### config.mk
export PLATFORM = sky130hd
export DESIGN_NAME = rst_clk_ctrl
export DESIGN_NICKNAME = d
export VERILOG_FILES = /design/src/verilog/rst_clk_pkg.sv /design/src/verilog/rst_clk_ctrl.sv
export SDC_FILE = /design/constraint.sdc
export NUM_CORES = 1
export LEC_CHECK = 0
export ABC_AREA = 1
export BUFFER_PORTS_ARGS = -buffer_cell sky130_fd_sc_hd__buf_2
export CORE_ASPECT_RATIO = 1.2
export CORE_MARGIN = 4
export CORE_UTILIZATION = 50
export DETAILED_ROUTE_END_ITERATION = 16
export GPL_TIMING_DRIVEN = 0
export PLACE_DENSITY = 0.78
export SLEW_MARGIN = 10
export SYNTH_ARGS = -nofsm -noshare
export SYNTH_HDL_FRONTEND = slang
export SYNTH_SLANG_ARGS = --single-unit
### constraint.sdc
create_clock -name sys_clk -period 3.8 [get_ports sys_clk]
set_clock_uncertainty 0.05 [all_clocks]
set_input_delay 0.95 -clock sys_clk [delete_from_list [all_inputs] [get_ports sys_clk]]
set_output_delay 0.95 -clock sys_clk [all_outputs]
set_load 0.05 [all_outputs]
### src/verilog/rst_clk_pkg.sv
// Constants and carriers for the reset and clock source controller.
// Assumes a single 125 MHz system clock; oscillator pins are sampled.
package rst_clk_pkg;

    // System clock rate
    localparam int unsigned SYS_CLK_MHZ = 125;

    // Release delay after the last reset source drops, PLL locked
    localparam int unsigned LOCKED_DELAY_NS = 1000;
    localparam int unsigned LOCKED_CYC =
        (LOCKED_DELAY_NS * SYS_CLK_MHZ + 999) / 1000;

    // Release delay when the PLL is not locked (relock allowance)
    localparam int unsigned UNLOCKED_DELAY_US = 100;
    localparam int unsigned UNLOCKED_CYC = UNLOCKED_DELAY_US * SYS_CLK_MHZ;

    // Slow oscillator divider down to the real-time tick
    localparam int unsigned SLOW_OSC_HZ = 32768;
    localparam int unsigned RTC_TICK_HZ = 1;
    localparam int unsigned SLOW_DIV = SLOW_OSC_HZ / RTC_TICK_HZ;

    // Main oscillator range and UART count
    localparam int unsigned MAIN_OSC_MIN_MHZ = 14;
    localparam int unsigned MAIN_OSC_MAX_MHZ = 20;
    localparam int unsigned NUM_UARTS = 3;

    // Positions of the sampled pins in the synchroniser vector
    localparam int unsigned NUM_PINS = 5;
    localparam int unsigned PIN_POR = 0;
    localparam int unsigned PIN_EXT = 1;
    localparam int unsigned PIN_LOCK = 2;
    localparam int unsigned PIN_SLOW = 3;
    localparam int unsigned PIN_MAIN = 4;

    // Reset values
    localparam logic RST_ASSERTED = 1'b0;
    localparam logic TEST_MODE_RESET = 1'b0;

    typedef enum logic [1:0] {
        ST_HOLD,
        ST_DELAY,
        ST_RUN
    } rst_state_e;

    typedef struct packed {
        logic sys_reset_n;
        logic rtc_reset_n;
        logic jtag_reset_n;
    } reset_out_s;

    typedef struct packed {
        logic pll_ref;
        logic [NUM_UARTS-1:0] uart_clk;
        logic bypass_clk;
        logic rtc_tick;
    } clock_out_s;

endpackage
### src/verilog/rst_clk_ctrl.sv
// Reset generation and clock source control for the chip.
// Assumes oscillator and reset pins are asynchronous and get sampled
// here; watchdog and soft reset requests come from sys_clk logic.
`timescale 1ns/1ps

module rst_clk_ctrl
#(
    parameter int unsigned UNLOCKED_DELAY = rst_clk_pkg::UNLOCKED_CYC,
    parameter int unsigned LOCKED_DELAY = rst_clk_pkg::LOCKED_CYC,
    parameter int unsigned RTC_DIV = rst_clk_pkg::SLOW_DIV,
    parameter int unsigned CNT_W = 16,
    parameter int unsigned DIV_W = 15
)
(
    // Clock and reset
    input wire logic sys_clk,
    input wire logic resetn,
    // Board reset pins
    input wire logic power_on_reset_n,
    input wire logic external_reset_in_n,
    // Internal reset requests
    input wire logic wdt_reset_req,
    input wire logic soft_reset_req,
    // PLL control and status
    input wire logic pll_locked,
    input wire logic pll_bypass,
    // Oscillator pins
    input wire logic slow_osc_in,
    output logic slow_osc_out,
    output logic slow_osc_out_oe,
    input wire logic main_osc_in,
    output logic main_osc_out,
    output logic main_osc_out_oe,
    // Generated resets, clocks and mode
    output rst_clk_pkg::reset_out_s resets,
    output rst_clk_pkg::clock_out_s clocks,
    output logic test_mode
);
    import rst_clk_pkg::*;

    logic [1:0] rst_sync_q;
    logic rst_n;

    // Reset release through two flops
    always_ff @(posedge sys_clk or negedge resetn)
    begin
        if (!resetn)
            rst_sync_q <= 2'h0;
        else
            rst_sync_q <= {rst_sync_q[0], 1'b1};
    end
    assign rst_n = rst_sync_q[1];

    // Pin synchronisers; hist is only used by the edge detectors
    logic [NUM_PINS-1:0] pin_raw;
    logic [NUM_PINS-1:0] meta_q;
    logic [NUM_PINS-1:0] sync_q;
    logic [NUM_PINS-1:0] hist_q;

    always_comb
    begin
        pin_raw = '0;
        pin_raw[PIN_POR] = power_on_reset_n;
        pin_raw[PIN_EXT] = external_reset_in_n;
        pin_raw[PIN_LOCK] = pll_locked;
        pin_raw[PIN_SLOW] = slow_osc_in;
        pin_raw[PIN_MAIN] = main_osc_in;
    end

    // Pins reset to low so reset pins read as asserted until sampled
    for (genvar i = 0; i < NUM_PINS; i++)
    begin : g_sync
        always_ff @(posedge sys_clk or negedge rst_n)
        begin
            if (!rst_n)
            begin
                meta_q[i] <= 1'b0;
                sync_q[i] <= 1'b0;
                hist_q[i] <= 1'b0;
            end
            else
            begin
                meta_q[i] <= pin_raw[i];
                sync_q[i] <= meta_q[i];
                hist_q[i] <= sync_q[i];
            end
        end
    end

    logic por_s;
    logic ext_s;
    logic lock_s;
    logic slow_rise;
    logic main_rise;
    logic ext_req;
    logic req;

    assign por_s = sync_q[PIN_POR];
    assign ext_s = sync_q[PIN_EXT];
    assign lock_s = sync_q[PIN_LOCK];
    assign slow_rise = sync_q[PIN_SLOW] & ~hist_q[PIN_SLOW];
    assign main_rise = sync_q[PIN_MAIN] & ~hist_q[PIN_MAIN];

    // External pin is a reset only once power-on is released
    assign ext_req = por_s & ~ext_s;
    // Any source holds the sequencer in reset
    assign req = ~por_s | ext_req | wdt_reset_req | soft_reset_req;

    // Reset sequencer
    rst_state_e state_q;
    rst_state_e state_d;
    logic [CNT_W-1:0] cnt_q;
    logic [CNT_W-1:0] cnt_d;
    logic sys_rst_n_q;
    logic sys_rst_n_d;
    logic rtc_rst_n_q;
    logic rtc_rst_n_d;
    logic jtag_rst_n_q;
    logic jtag_rst_n_d;
    logic test_mode_q;
    logic test_mode_d;

    always_comb
    begin
        state_d = state_q;
        cnt_d = cnt_q;
        case (state_q)
            ST_HOLD:
            begin
                if (!req)
                begin
                    state_d = ST_DELAY;
                    // Unlocked PLL needs time to settle first
                    if (lock_s)
                        cnt_d = CNT_W'(LOCKED_DELAY - 1);
                    else
                        cnt_d = CNT_W'(UNLOCKED_DELAY - 1);
                end
            end
            ST_DELAY:
            begin
                if (req)
                    state_d = ST_HOLD;
                else if (cnt_q == '0)
                    state_d = ST_RUN;
                else
                    cnt_d = cnt_q - CNT_W'(1);
            end
            ST_RUN:
            begin
                if (req)
                    state_d = ST_HOLD;
            end
            default:
            begin
                state_d = ST_HOLD;
            end
        endcase
        // System reset released on a sys_clk edge
        sys_rst_n_d = (state_d == ST_RUN);
        // RTC reset follows system assert, releases on a slow edge
        if (!sys_rst_n_d)
            rtc_rst_n_d = RST_ASSERTED;
        else if (slow_rise)
            rtc_rst_n_d = 1'b1;
        else
            rtc_rst_n_d = rtc_rst_n_q;
        // Debug logic only follows power-on
        jtag_rst_n_d = por_s;
        // Test mode tracks the external pin while power-on is low
        test_mode_d = por_s ? test_mode_q : ext_s;
    end

    always_ff @(posedge sys_clk or negedge rst_n)
    begin
        if (!rst_n)
        begin
            state_q <= ST_HOLD;
            cnt_q <= '0;
            sys_rst_n_q <= RST_ASSERTED;
            rtc_rst_n_q <= RST_ASSERTED;
            jtag_rst_n_q <= RST_ASSERTED;
            test_mode_q <= TEST_MODE_RESET;
        end
        else
        begin
            state_q <= state_d;
            cnt_q <= cnt_d;
            sys_rst_n_q <= sys_rst_n_d;
            rtc_rst_n_q <= rtc_rst_n_d;
            jtag_rst_n_q <= jtag_rst_n_d;
            test_mode_q <= test_mode_d;
        end
    end

    // Clock sources
    logic [DIV_W-1:0] div_q;
    logic [DIV_W-1:0] div_d;
    logic tick_q;
    logic tick_d;
    logic main_fwd_q;
    logic main_fwd_d;
    logic byp_q;
    logic byp_d;
    logic slow_out_q;
    logic slow_out_d;
    logic main_out_q;
    logic main_out_d;

    always_comb
    begin
        div_d = div_q;
        tick_d = 1'b0;
        if (!rtc_rst_n_q)
            div_d = '0;
        else if (slow_rise)
        begin
            if (div_q == DIV_W'(RTC_DIV - 1))
            begin
                div_d = '0;
                tick_d = 1'b1;
            end
            else
                div_d = div_q + DIV_W'(1);
        end
        main_fwd_d = sync_q[PIN_MAIN];
        // Only input edges advance the divider, so a stopped input
        // simply freezes it; nothing times out
        byp_d = byp_q;
        if (pll_bypass && main_rise)
            byp_d = ~byp_q;
        slow_out_d = ~sync_q[PIN_SLOW];
        main_out_d = ~sync_q[PIN_MAIN];
    end

    always_ff @(posedge sys_clk or negedge rst_n)
    begin
        if (!rst_n)
        begin
            div_q <= '0;
            tick_q <= 1'b0;
            main_fwd_q <= 1'b0;
            byp_q <= 1'b0;
            slow_out_q <= 1'b0;
            main_out_q <= 1'b0;
        end
        else
        begin
            div_q <= div_d;
            tick_q <= tick_d;
            main_fwd_q <= main_fwd_d;
            byp_q <= byp_d;
            slow_out_q <= slow_out_d;
            main_out_q <= main_out_d;
        end
    end

    // Outputs
    assign resets.sys_reset_n = sys_rst_n_q;
    assign resets.rtc_reset_n = rtc_rst_n_q;
    assign resets.jtag_reset_n = jtag_rst_n_q;
    assign clocks.pll_ref = main_fwd_q;
    assign clocks.uart_clk = {NUM_UARTS{main_fwd_q}};
    assign clocks.bypass_clk = byp_q;
    assign clocks.rtc_tick = tick_q;
    assign test_mode = test_mode_q;
    assign slow_osc_out = slow_out_q;
    assign slow_osc_out_oe = 1'b1;
    assign main_osc_out = main_out_q;
    // External clock in bypass: leave the output pin floating
    assign main_osc_out_oe = ~pll_bypass;
endmodule

After elaboration in Yosys (flattened, before gate mapping)
Index checks and enable logic that the tools add are counted.
{"block": "classes", "shift": 0, "n_mux": 18, "n_reduce_logical": 5, "bitwise_logic": 14, "n_div": 0, "n_mul": 0, "order_cmp": 0, "n_eq_ne": 9, "add_sub_neg": 2}
{"op": "$mux 16", "count": 3}
{"op": "$mux 15", "count": 3}
{"op": "$pmux 16 s2", "count": 1}
{"op": "$logic_not 16->1", "count": 1}
{"op": "$sub 16x1->16 const B", "count": 1}
{"op": "$add 15x1->15 const B", "count": 1}
{"op": "$eq 15x15->1 const B", "count": 1}
{"op": "$mux 14", "count": 1}
{"op": "$ne 2x2->1 const B", "count": 5}
{"op": "$mux 2", "count": 4}
{"op": "$not 1->1", "count": 8}
{"op": "$pmux 2 s3", "count": 1}
{"op": "$mux 1", "count": 5}
{"op": "$eq 2x2->1 const B", "count": 2}
{"op": "$reduce_and 4->1", "count": 1}
{"op": "$and 1x1->1", "count": 3}
{"op": "$or 1x1->1", "count": 3}
{"op": "$eq 2x1->1 const B", "count": 1}
{"op": "$logic_not 2->1", "count": 1}
{"op": "$reduce_bool 2->1", "count": 1}
{"op": "$logic_and 1x1->1", "count": 1}
{"block": "totals", "latchBits": 0, "mem_bits_rw": 0, "ff_bits": 55, "word_cells": 72, "mem_count": 0, "out_inout_bits": 14, "in_bits": 10, "mem_bits_ro": 0}

Logic depth before layout (Yosys ltp)
Gate-level depths: netlist (run 1).
{"block": "depth", "depth_word": 9, "ltp_mapped": 10, "mapped_depth_nobuf": 10}

Least setup slack after synthesis (run 1)
OpenSTA, ideal clock, no wires.
{"block": "synth_timing", "kind": "input-to-output", "from": "input port pll_bypass", "to": "output port main_osc_out_oe", "path_stages": 1, "t_required_ns": 2.800, "arrival_time_ns": 1.260, "path_buffers": 0, "path_slack_ns": 1.540, "cell_sequence": "inv_1"}
{"block": "synth_via", "elab_chain_len": 1}
{"element": "start: declaration", "line": "rst_clk_ctrl.sv:26", "source": "input wire logic pll_bypass,"}
{"element": "$not 1->1", "line": "rst_clk_ctrl.sv:271", "source": "assign main_osc_out_oe = ~pll_bypass;"}
{"element": "end: declaration", "line": "rst_clk_ctrl.sv:33", "source": "output logic main_osc_out_oe,"}
Every way passes these cells.

Final worst setup path (run 1)
Same ends and word-level chain as after synthesis.

==> results_dict.tcl, run 1 <==
set metrics [dict create \
    status "complete, no violations" \
    antenna_found_initial 0 \
    grt_pass1_wl_um 8890 \
    drt_iter0_markers 95 \
    r2r_setup_slack_ps 1940 \
    total_leakage_power_nw 1.42 \
    wirelength_um 4770 \
    place_congestion 0.901 \
    postSynthAreaPerCell_um2 8.22 \
    clk_pin_slew_ps 90 \
    ios 24 \
    crit_path_end_kind "output pin" \
    routedWlPerCell_um 11.2 \
    final_cell_mix "85 x nand2_1, 54 x dfrtp_1, 45 x nor2_1" \
    slew_violations 0 \
    yosysUniqueCellTypes 30 \
    cts_tree "built" \
    dp.cells 416 \
    post-cts-setup-buffer-count 0 \
    start_util_pct 51.6 \
    hold_class "flip-flop to async pin" \
    p_per_area_nw_per_um2 394 \
    timing.final.setup_violations 0 \
    clockBufferDepth 2 \
    yosysSeqAreaShare_pct 50.7 \
    synth_seq_cells 55 \
    stdcell_count 424 \
    clockRootBuffer "clkbuf_8" \
    critPathArrivalTime_ps 1370 \
    post-route-period-util_pct 62.4 \
    netlist_instances 330 \
    timing_worst_setup_path_type "primary input to output pin" \
    dpl-instance-area_um2 2930 \
    synthFlopType "dfrtp_1" \
    cts_sinks 55 \
    via_per_inst 5.04 \
    clk_latency_ps 300 \
    reg2reg_to "cnt_q[5]" \
    die_w_um 75.2 \
    htreeDepth 2 \
    crit_path_start "pll_bypass" \
    rsz0062_at_grt "false" \
    drive_above_1_share_pct 19.3 \
    mostFrequentLayoutCell "nand2_1" \
    numCtsBuffers 5 \
    die_area_um2 6670 \
    cp-endpoint "main_osc_out_oe" \
    irDropWorstVdd_mv 0.232 \
    path_max_fanout 2 \
    finalPower_mw 1.19 \
    layout.nets 373 \
    cts_hold_buf 0 \
    antenna_cells 0 \
    critPathLaunchType "primary input" \
    grt_pass1_vias 2102 \
    yosysWarningCount 0 \
    finalSetupTns_ps 0 \
    dp_hpwl_um 3630 \
    synthesis.area_um2 2710 \
    drcViolationCount 0 \
    grtUsageTotal_pct 16.8 \
    synth_edf_count 0 \
    rows 29 \
    core_area_um2 5260 \
    min_period_ps 2370 \
    ant_nets 0 \
    r2r-start "cnt_q[0]" \
    grt_overflow 0 \
    cts_resized 0 \
    firstDrtPassIters 7 \
    synthArstFlopShare_pct 100 \
    postLayoutCellArea_um2 3010 \
    cap_violations 0 \
    cp.required_ps 2800 \
    area_delta_synth_final_pct 11.0 \
    max_clock_freq_ghz 0.422 \
    grt_max_degree 41 \
    hold_viol 0 \
    die_y_um 88.7 \
    numPortBuffers 22 \
    vias 2135 \
    worst_r2r_path_depth 10 \
]
-- synth_stat cells (2+ instances only) --
cell type,number,area [um^2]
nand2_1,85,319
nor3_1,7,35.0
o21ai_0,7,35.0
nand3_2,2,20.0
nor2_1,45,169
inv_1,31,116
nor2_2,4,25.0
nand2_2,4,25.0
buf_4,11,82.6
xor2_1,9,78.8
a21oi_1,2,10.0
inv_2,6,22.5
dfrtp_1,55,1380
ha_1,2,25.0
xnor2_1,2,17.5
buf_6,2,22.5
o21ai_2,4,35.0
o21ai_1,7,35.0
nor2_4,2,22.5
nand3_1,31,155
nor3_2,2,20.0
nand4_1,2,12.5
-- per-layer routing --
| layer | wire length (um) | track usage (%) | share of wire, % | vias up |
|---|---|---|---|---|
| li1 | - | - | - | 1081 |
| met1 | 1980 | 20.0 | 42 | 1011 |
| met2 | 2530 | 30.1 | 53 | 34 |
| met3 | 163 | 3.41 | 3.4 | 9 |
| met4 | 87 | 5.25 | 1.8 | 0 |
| met5 | 0 | 0 | 0 | - |
-- worst min path at each step --
stage / from / to / slack, ps / cells past startpoint
final: rst_sync_q[1] / lock_s / 130 / 0
after global routing: rst_sync_q[1] / lock_s / 150 / 0
after CTS: rst_sync_q[1] / lock_s / 140 / 0
after detailed placement: rst_sync_q[1] / lock_s / 130 / 0
after global placement: meta_q[0] / jtag_rst_n_d / 280 / 0
after floorplan: meta_q[1] / ext_s / 280 / 0
-- sequential cells by signal, summed over array words and instances, names as in the netlist, 2 cells and up --
| name | flops |
|---|---|
| cnt_q | 16 |
| div_q | 15 |
| meta_q | 5 |
| rst_sync_q | 2 |
| state_q | 2 |
-- where the power goes --
| part | internal (mW) | switching, mW |
|---|---|---|
| sequential | 0.622 | 0.0321 |
| clock | 0.130 | 0.182 |
| combinational | 0.0724 | 0.147 |
| total | 0.825 | 0.361 |
-- worst max-delay path, stage by stage --
cell,delay [ps]
buf_2,100
inv_1,60
buf_2,260
-- area by class of cell --
cell class | instances | area, um^2
Fill cell | 448 | 2250
Clock buffer | 6 | 72.6
Timing Repair Buffer | 23 | 130
Inverter | 37 | 139
Buffer | 14 | 109
Sequential cell | 55 | 1380
Clock inverter | 2 | 13.8
Multi-Input combinational cell | 225 | 1090
Tap cell | 62 | 77.6
-- metrics by stage --
step                      util (%)  hold WS [ps]  worst slack (ps)
after floorplan                  -           281              1540
after global placement        55.2           282              1440
after detailed placement      55.6           131              1430
after CTS                     57.2           139              1430
after global routing          57.2           149              1420
final                         57.2           127              1430
-- logic make-up after synthesis --
kind of cell / after synthesis / share of synthesized area, %
muxes: 1 / 0.415
DFF: 55 / 50.7
other: 1 / 0.138
adders and majority gates: 2 / 0.922
xor gates and xnor gates: 11 / 3.55
and+or+nand+nor: 186 / 30.1
AOI/OAI and AO/OA: 23 / 5.03
buffers and inverters: 51 / 9.13
Power figures use the tool's default switching activity.
==> run 2, diff against run 1 <==
ABC_AREA = 0   (was 1)
PLACE_DENSITY = 0.81   (was 0.78)
clock period = 2.1 ns   (was 3.8 ns; I/O delays follow)
==> run 2 against run 1 <==
Effect of this change:
- the run now ends with negative setup slack left
- via count decreased by 4.8%
- setup slack got worse by 1400 ps
- non-clock buffer count increased by 13
- critical path depth increased by 2
- largest cell class unchanged
- register-to-register slack got worse by 2000 ps
- cell count decreased by 17%
==> results_dict.tcl, run 2 <==
set metrics [dict create \
    status "finished with violations" \
    violations "negative setup slack" \
    grt_overflow 0 \
    ios 24 \
    vias 2032 \
    r2r_setup_slack_ps -10 \
    slew_violations 0 \
    yosysMostFrequentCell "dfrtp_1" \
    switchingPower_mw 0.673 \
    clk_latency_ps 310 \
    grt_pass1_vias 2077 \
    numPortBuffers 22 \
    largest_reg_flops 16 \
    synthFlopType "dfrtp_1" \
    slew_headroom_pct 59.9 \
    drt_iter0_markers 161 \
    grt_pass1_wl_um 9310 \
    routedWlPerCell_um 15.1 \
    yosysTopAreaCell "dfrtp_1" \
    post-route-period-util_pct 101 \
    firstDrtPassIters 4 \
    dpl-instance-area_um2 2820 \
    cts_tree "built" \
    mostFrequentLayoutCell "dfrtp_1" \
    die_area_um2 6440 \
    antenna_found_initial 0 \
    postLayoutCellArea_um2 3070 \
    timing_worst_setup_path_type "flip-flop to flip-flop" \
    r2r-start "cnt_q[3]" \
    cap_violations 0 \
    hold_viol 0 \
    synth_edf_count 0 \
    path_max_fanout 6 \
    crit_path_end_kind "flip-flop" \
    synth_seq_cells 55 \
    critPathArrivalTime_ps 2310 \
    yosysWarningCount 0 \
    timing.final.setup_violations 1 \
    regMostFlops "cnt_q" \
    clockBufferDepth 2 \
    grt_max_degree 40 \
    irDropWorstVdd_mv 0.544 \
    synthesis.area_um2 2610 \
    min_period_ps 2110 \
    start_util_pct 52.1 \
    place_congestion 0.909 \
    synthArstFlopShare_pct 100 \
    rows 28 \
    htreeDepth 2 \
    synthDominantCellAreaShare_pct 52.7 \
    yosys-top-cells-area "dfrtp_1 53%, buf_4 3.2%, nor2_1 3.0%, xnor2_1 2.7%, nand2_1 2.0%" \
    switching_share_pct 30.0 \
    drcViolationCount 0 \
    fin_util_pct 61.4 \
    p_per_area_nw_per_um2 730 \
    crit_path_frequent_cell "or4_4" \
    max_clock_freq_ghz 0.474 \
    ant_nets 0 \
    synthTopCellsByCount "55 x dfrtp_1, 21 x nor2_1, 14 x nand2_1" \
    die_w_um 74.0 \
    die_y_um 87.1 \
    final_cell_mix "52 x dfrtp_1, 22 x buf_2, 20 x nor2_1" \
    crit_slowest_cell "or4_4" \
    finalSetupTns_ps -11.9 \
    yosysUniqueCellTypes 54 \
    biggestRegsByFlops "cnt_q: 16 flops, div_q: 15 flops, meta_q: 5 flops" \
    reg2reg_to "cnt_q[9]" \
    postSynthAreaPerCell_um2 10.5 \
    critPathLaunchType "flip-flop" \
    p_int_mw 1.57 \
    yosysSeqAreaShare_pct 52.7 \
    combPwrFrac_pct 18.9 \
    total_leakage_power_nw 1.28 \
    core_area_um2 5010 \
    critPathMaxStageDelay_ps 550 \
    worst_r2r_path_depth 5 \
    layout.nets 301 \
    setup_ws_ps -11.9 \
    cp_cell_sequence "or4_4 -> buf_6 -> or3_4 -> or4_4 -> a21boi_2" \
    antenna_cells 0 \
    drive_above_1_share_pct 26.2 \
    dp_hpwl_um 3590 \
    grtUsageTotal_pct 18.5 \
    rsz0062_at_grt "true" \
    area_delta_synth_final_pct 17.8 \
    netlist_instances 248 \
    worst_slew_pin_slew_ps 597 \
    hold_class "flip-flop to async pin" \
    cts_sinks 55 \
    numCtsBuffers 5 \
    cp.required_ps 2300 \
    clockRootBuffer "clkbuf_8" \
    pwr-share-clk_pct 26.3 \
    clk_pin_slew_ps 100 \
    seqPwrFrac_pct 54.9 \
    via_per_inst 5.81 \
    wirelength_um 5290 \
]
-- run 2: cell types whose count changed after synthesis, sizes merged, moves of 5 or more --
cell    previous run  this run
nand3             33         7
a21oi              2         9
or4                0         8
nor2              51        21
nand2             89        14
inv               37        12
mux2i              0         5
nand2b             0         8
nor4               0         8
xor2               9         2
xnor2              2         8
o21ai             18        11
o31ai              0         7
-- run 2: kinds of logic after synthesis --
family | synth area share, %
and+or+nand+nor | 20.2
DFF | 52.7
AOI/OAI and AO/OA | 13.7
buffers and inverters | 6.14
xor gates and xnor gates | 3.36
muxes | 2.78
adders and majority gates | 0.959
other | 0.144
-- run 2: power by group through the flow --
stage	sequential, mW	clock (mW)	combinational (mW)
6_report	1.23	0.590	0.423
4_1_cts	1.22	0.619	0.363
2_1_floorplan	1.25	0	0.245
3_5_place_dp	1.24	0	0.334
5_1_grt	1.24	0.653	0.467
3_3_place_gp	1.25	0	0.311
-- run 2: metrics by stage --
stage	worst slack, ps	hold slack [ps]	instances	power, mW
detailed placement	-373	129	332	1.58
finish	-11.9	125	350	2.24
global route	-56.8	156	350	2.36
CTS	3.58	136	344	2.20
floorplan	56.6	179	249	1.49
global placement	-362	260	331	1.56
-- run 2: worst max-delay path: cells and delay by family, from the launching register on --
kind | cells | cell delay [ps]
AO/OA/AOI/OAI | 1 | 130
AND/OR/NAND/NOR | 3 | 1320
flip-flops | 1 | 400
buffers and inverters | 1 | 150
-- run 2: worst max path at each step --
stage / from / end / slack, ps
floorplan: cnt_q[0] / cnt_q[1] / 60
global placement: cnt_q[0] / cnt_q[1] / -360
detailed placement: cnt_q[0] / cnt_q[1] / -370
CTS: cnt_q[3] / cnt_q[9] / 4
global route: cnt_q[3] / cnt_q[9] / -60
finish: cnt_q[3] / cnt_q[9] / -10
-- run 2: timing repair --
action	in CTS	in global routing
buffers inserted	3	6
endpoints found under the hold margin	2	0
hold buffers	1	0
pin swaps	2	2
resized for setup	3	13
endpoints found under the setup margin	15	23
-- run 2: per-layer routing --
| metal | track usage, % | wire [um] | part of all wire, % | up-vias |
|---|---|---|---|---|
| li1 | - | - | - | 981 |
| met1 | 22.7 | 2230 | 42 | 980 |
| met2 | 30.6 | 2710 | 51 | 58 |
| met3 | 4.04 | 241 | 4.6 | 13 |
| met4 | 8.73 | 113 | 2.1 | 0 |
| met5 | 0 | 0 | 0 | - |
-- run 2: cell type report --
type | instances | area, um^2
Timing Repair Buffer | 33 | 220
Multi-Input combinational cell | 165 | 1140
Fill cell | 401 | 1940
Buffer | 17 | 121
Inverter | 12 | 45.0
Sequential cell | 55 | 1380
Clock buffer | 5 | 68.8
Clock inverter | 3 | 22.5
Tap cell | 60 | 75.1
==> run 3, diff against run 2 <==
CORE_UTILIZATION = 46   (was 50)
PLACE_DENSITY = 0.76   (was 0.81)
TNS_END_PERCENT = 5   (was not set)
==> run 3 against run 2 <==
Effect of this change:
- the flow still finishes with violations (negative setup slack)
- via count is 1.1% lower
- sequential share of layout area increased by 0.93 points
- cell count down 0.86%
- clock power is 8.8% higher
- sequential power barely moved
- combinational power is 11% lower
- routed wire length is 1.4% lower
- clock-buffer cell count did not move
- maximum frequency shrank 1.6%
- setup slack lost 34 ps
==> results_dict.tcl, run 3 (synthesized netlist as in run 2, its figures left out) <==
set metrics [dict create \
    status "finished with violations" \
    violations "negative setup slack" \
    cp.required_ps 2300 \
    antenna_found_initial 0 \
    mostFrequentLayoutCell "dfrtp_1" \
    area_delta_synth_final_pct 15.3 \
    ant_nets 0 \
    multi_input_area_um2 1120 \
    firstDrtPassIters 4 \
    drt_iter0_markers 123 \
    p_int_mw 1.55 \
    slew_violations 0 \
    hold_class "flip-flop to async pin" \
    grt_pass1_vias 2049 \
    post-route-period-util_pct 102 \
    pwr-share-clk_pct 28.5 \
    min_period_ps 2150 \
    slew_headroom_pct 50.5 \
    die_w_um 76.8 \
    cts_tree "built" \
    fin_util_pct 55.7 \
    grtUsageTotal_pct 15.8 \
    drcViolationCount 0 \
    total_leakage_power_nw 1.25 \
    clockRootBuffer "clkbuf_8" \
    combPwrFrac_pct 16.8 \
    n_fill_cell 454 \
    path_max_fanout 6 \
    wirelength_um 5210 \
    regMostFlops "cnt_q" \
    die_area_um2 6950 \
    dp_hpwl_um 3620 \
    postLayoutCellArea_um2 3010 \
    dpl-instance-area_um2 2820 \
    biggestRegsByFlops "cnt_q: 16 flops, div_q: 15 flops, meta_q: 5 flops" \
    switchingPower_mw 0.700 \
    irDropWorstVdd_mv 0.564 \
    drive_above_1_share_pct 23.5 \
    vias 2010 \
    layout.nets 296 \
    largest_reg_flops 16 \
    seq_area_um2 1380 \
    cts_sinks 55 \
    final_cell_mix "53 x dfrtp_1, 22 x buf_2, 20 x nor2_1" \
    setup_ws_ps -46.2 \
    core_area_um2 5410 \
    critPathArrivalTime_ps 2340 \
    seqPwrFrac_pct 54.7 \
    timing.final.setup_violations 1 \
    max_clock_freq_ghz 0.466 \
    routedWlPerCell_um 15.0 \
    clk_latency_ps 330 \
    switching_share_pct 31.1 \
    rows 29 \
    numCtsBuffers 5 \
    clk_pin_slew_ps 120 \
    hold_viol 0 \
    worst_slew_pin_slew_ps 736 \
    grt_pass1_wl_um 9020 \
    critPathLaunchType "flip-flop" \
    rsz0062_at_grt "true" \
    start_util_pct 48.3 \
    numPortBuffers 22 \
    htreeDepth 2 \
    antenna_cells 0 \
    cap_violations 0 \
    p_per_area_nw_per_um2 749 \
    crit_path_end_kind "flip-flop" \
    grt_overflow 0 \
    timing_worst_setup_path_type "flip-flop to flip-flop" \
    clockBufferDepth 2 \
    ios 24 \
    grt_max_degree 37 \
    place_congestion 0.836 \
    die_y_um 90.5 \
    via_per_inst 5.79 \
]
==> run 3: metal layers <==
layer	GRT usage, %	vias to the layer above	routed length, um
met2	26.7	47	2650
met1	18.6	985	2230
met5	0	-	0
met4	7.25	0	123
li1	-	966	-
met3	4.09	12	211
==> run 3: final cells by class <==
type	instances	share of cell area, %
clock buffer	5	2.29
timing repair buffer	28	5.65
multi-input combinational	165	37.2
buffer	17	4.03
clock inverter	3	0.956
inverter	12	1.50
sequential	55	45.8
tap	62	2.58
==> run 3: timing repair <==
item / 4_1_cts / 5_1_grt
hold endpoints to repair: 2 / 0
pin swaps: 1 / 2
hold buffers: 1 / 0
endpoints found under the setup margin: 13 / 26
gates resized for setup: 2 / 9
setup buffers: 1 / 3
==> run 3: power by group through the flow <==
stage / logic (mW) / registers [mW] / clock network, mW
after floorplan: 0.245 / 1.25 / 0
after global placement: 0.309 / 1.25 / 0
after detailed placement: 0.337 / 1.25 / 0
after CTS: 0.343 / 1.23 / 0.662
after global routing: 0.415 / 1.25 / 0.705
final: 0.378 / 1.23 / 0.642
==> run 3: path summary, 6_finish.rpt <==
kind	start	end	slack (ps)	cells after the start
max	cnt_q[2]	cnt_q[9]	-50	5
min reg2reg	rst_sync_q[1]	jtag_rst_n_d	140	0
min in group sys_clk	slow_osc_in	meta_q[3]	250	1
max in group asynchronous	rst_sync_q[1]	main_fwd_q	1330	1
min	rst_sync_q[1]	jtag_rst_n_d	140	0
max reg2reg	cnt_q[2]	cnt_q[9]	-50	5
==> run 3: worst max-delay path, cell delays in order, from the launching register on <==
cell	delay (ps)
dfrtp_2	450
or4_4	520
buf_6	140
or3_4	360
or4_1	410
a21boi_1	130
==> run 3: metrics by stage <==
stage / power [mW] / worst slack [ps] / cells / setup TNS, ps / hold slack [ps]
global placement: 1.56 / -311 / 333 / -9030 / 262
floorplan: 1.49 / 56.6 / 249 / 0 / 179
finish: 2.25 / -46.2 / 347 / -46.2 / 145
CTS: 2.23 / -57.5 / 344 / -65.4 / 159
detailed placement: 1.58 / -387 / 334 / -1480 / 150
global route: 2.37 / -92.4 / 347 / -363 / 178
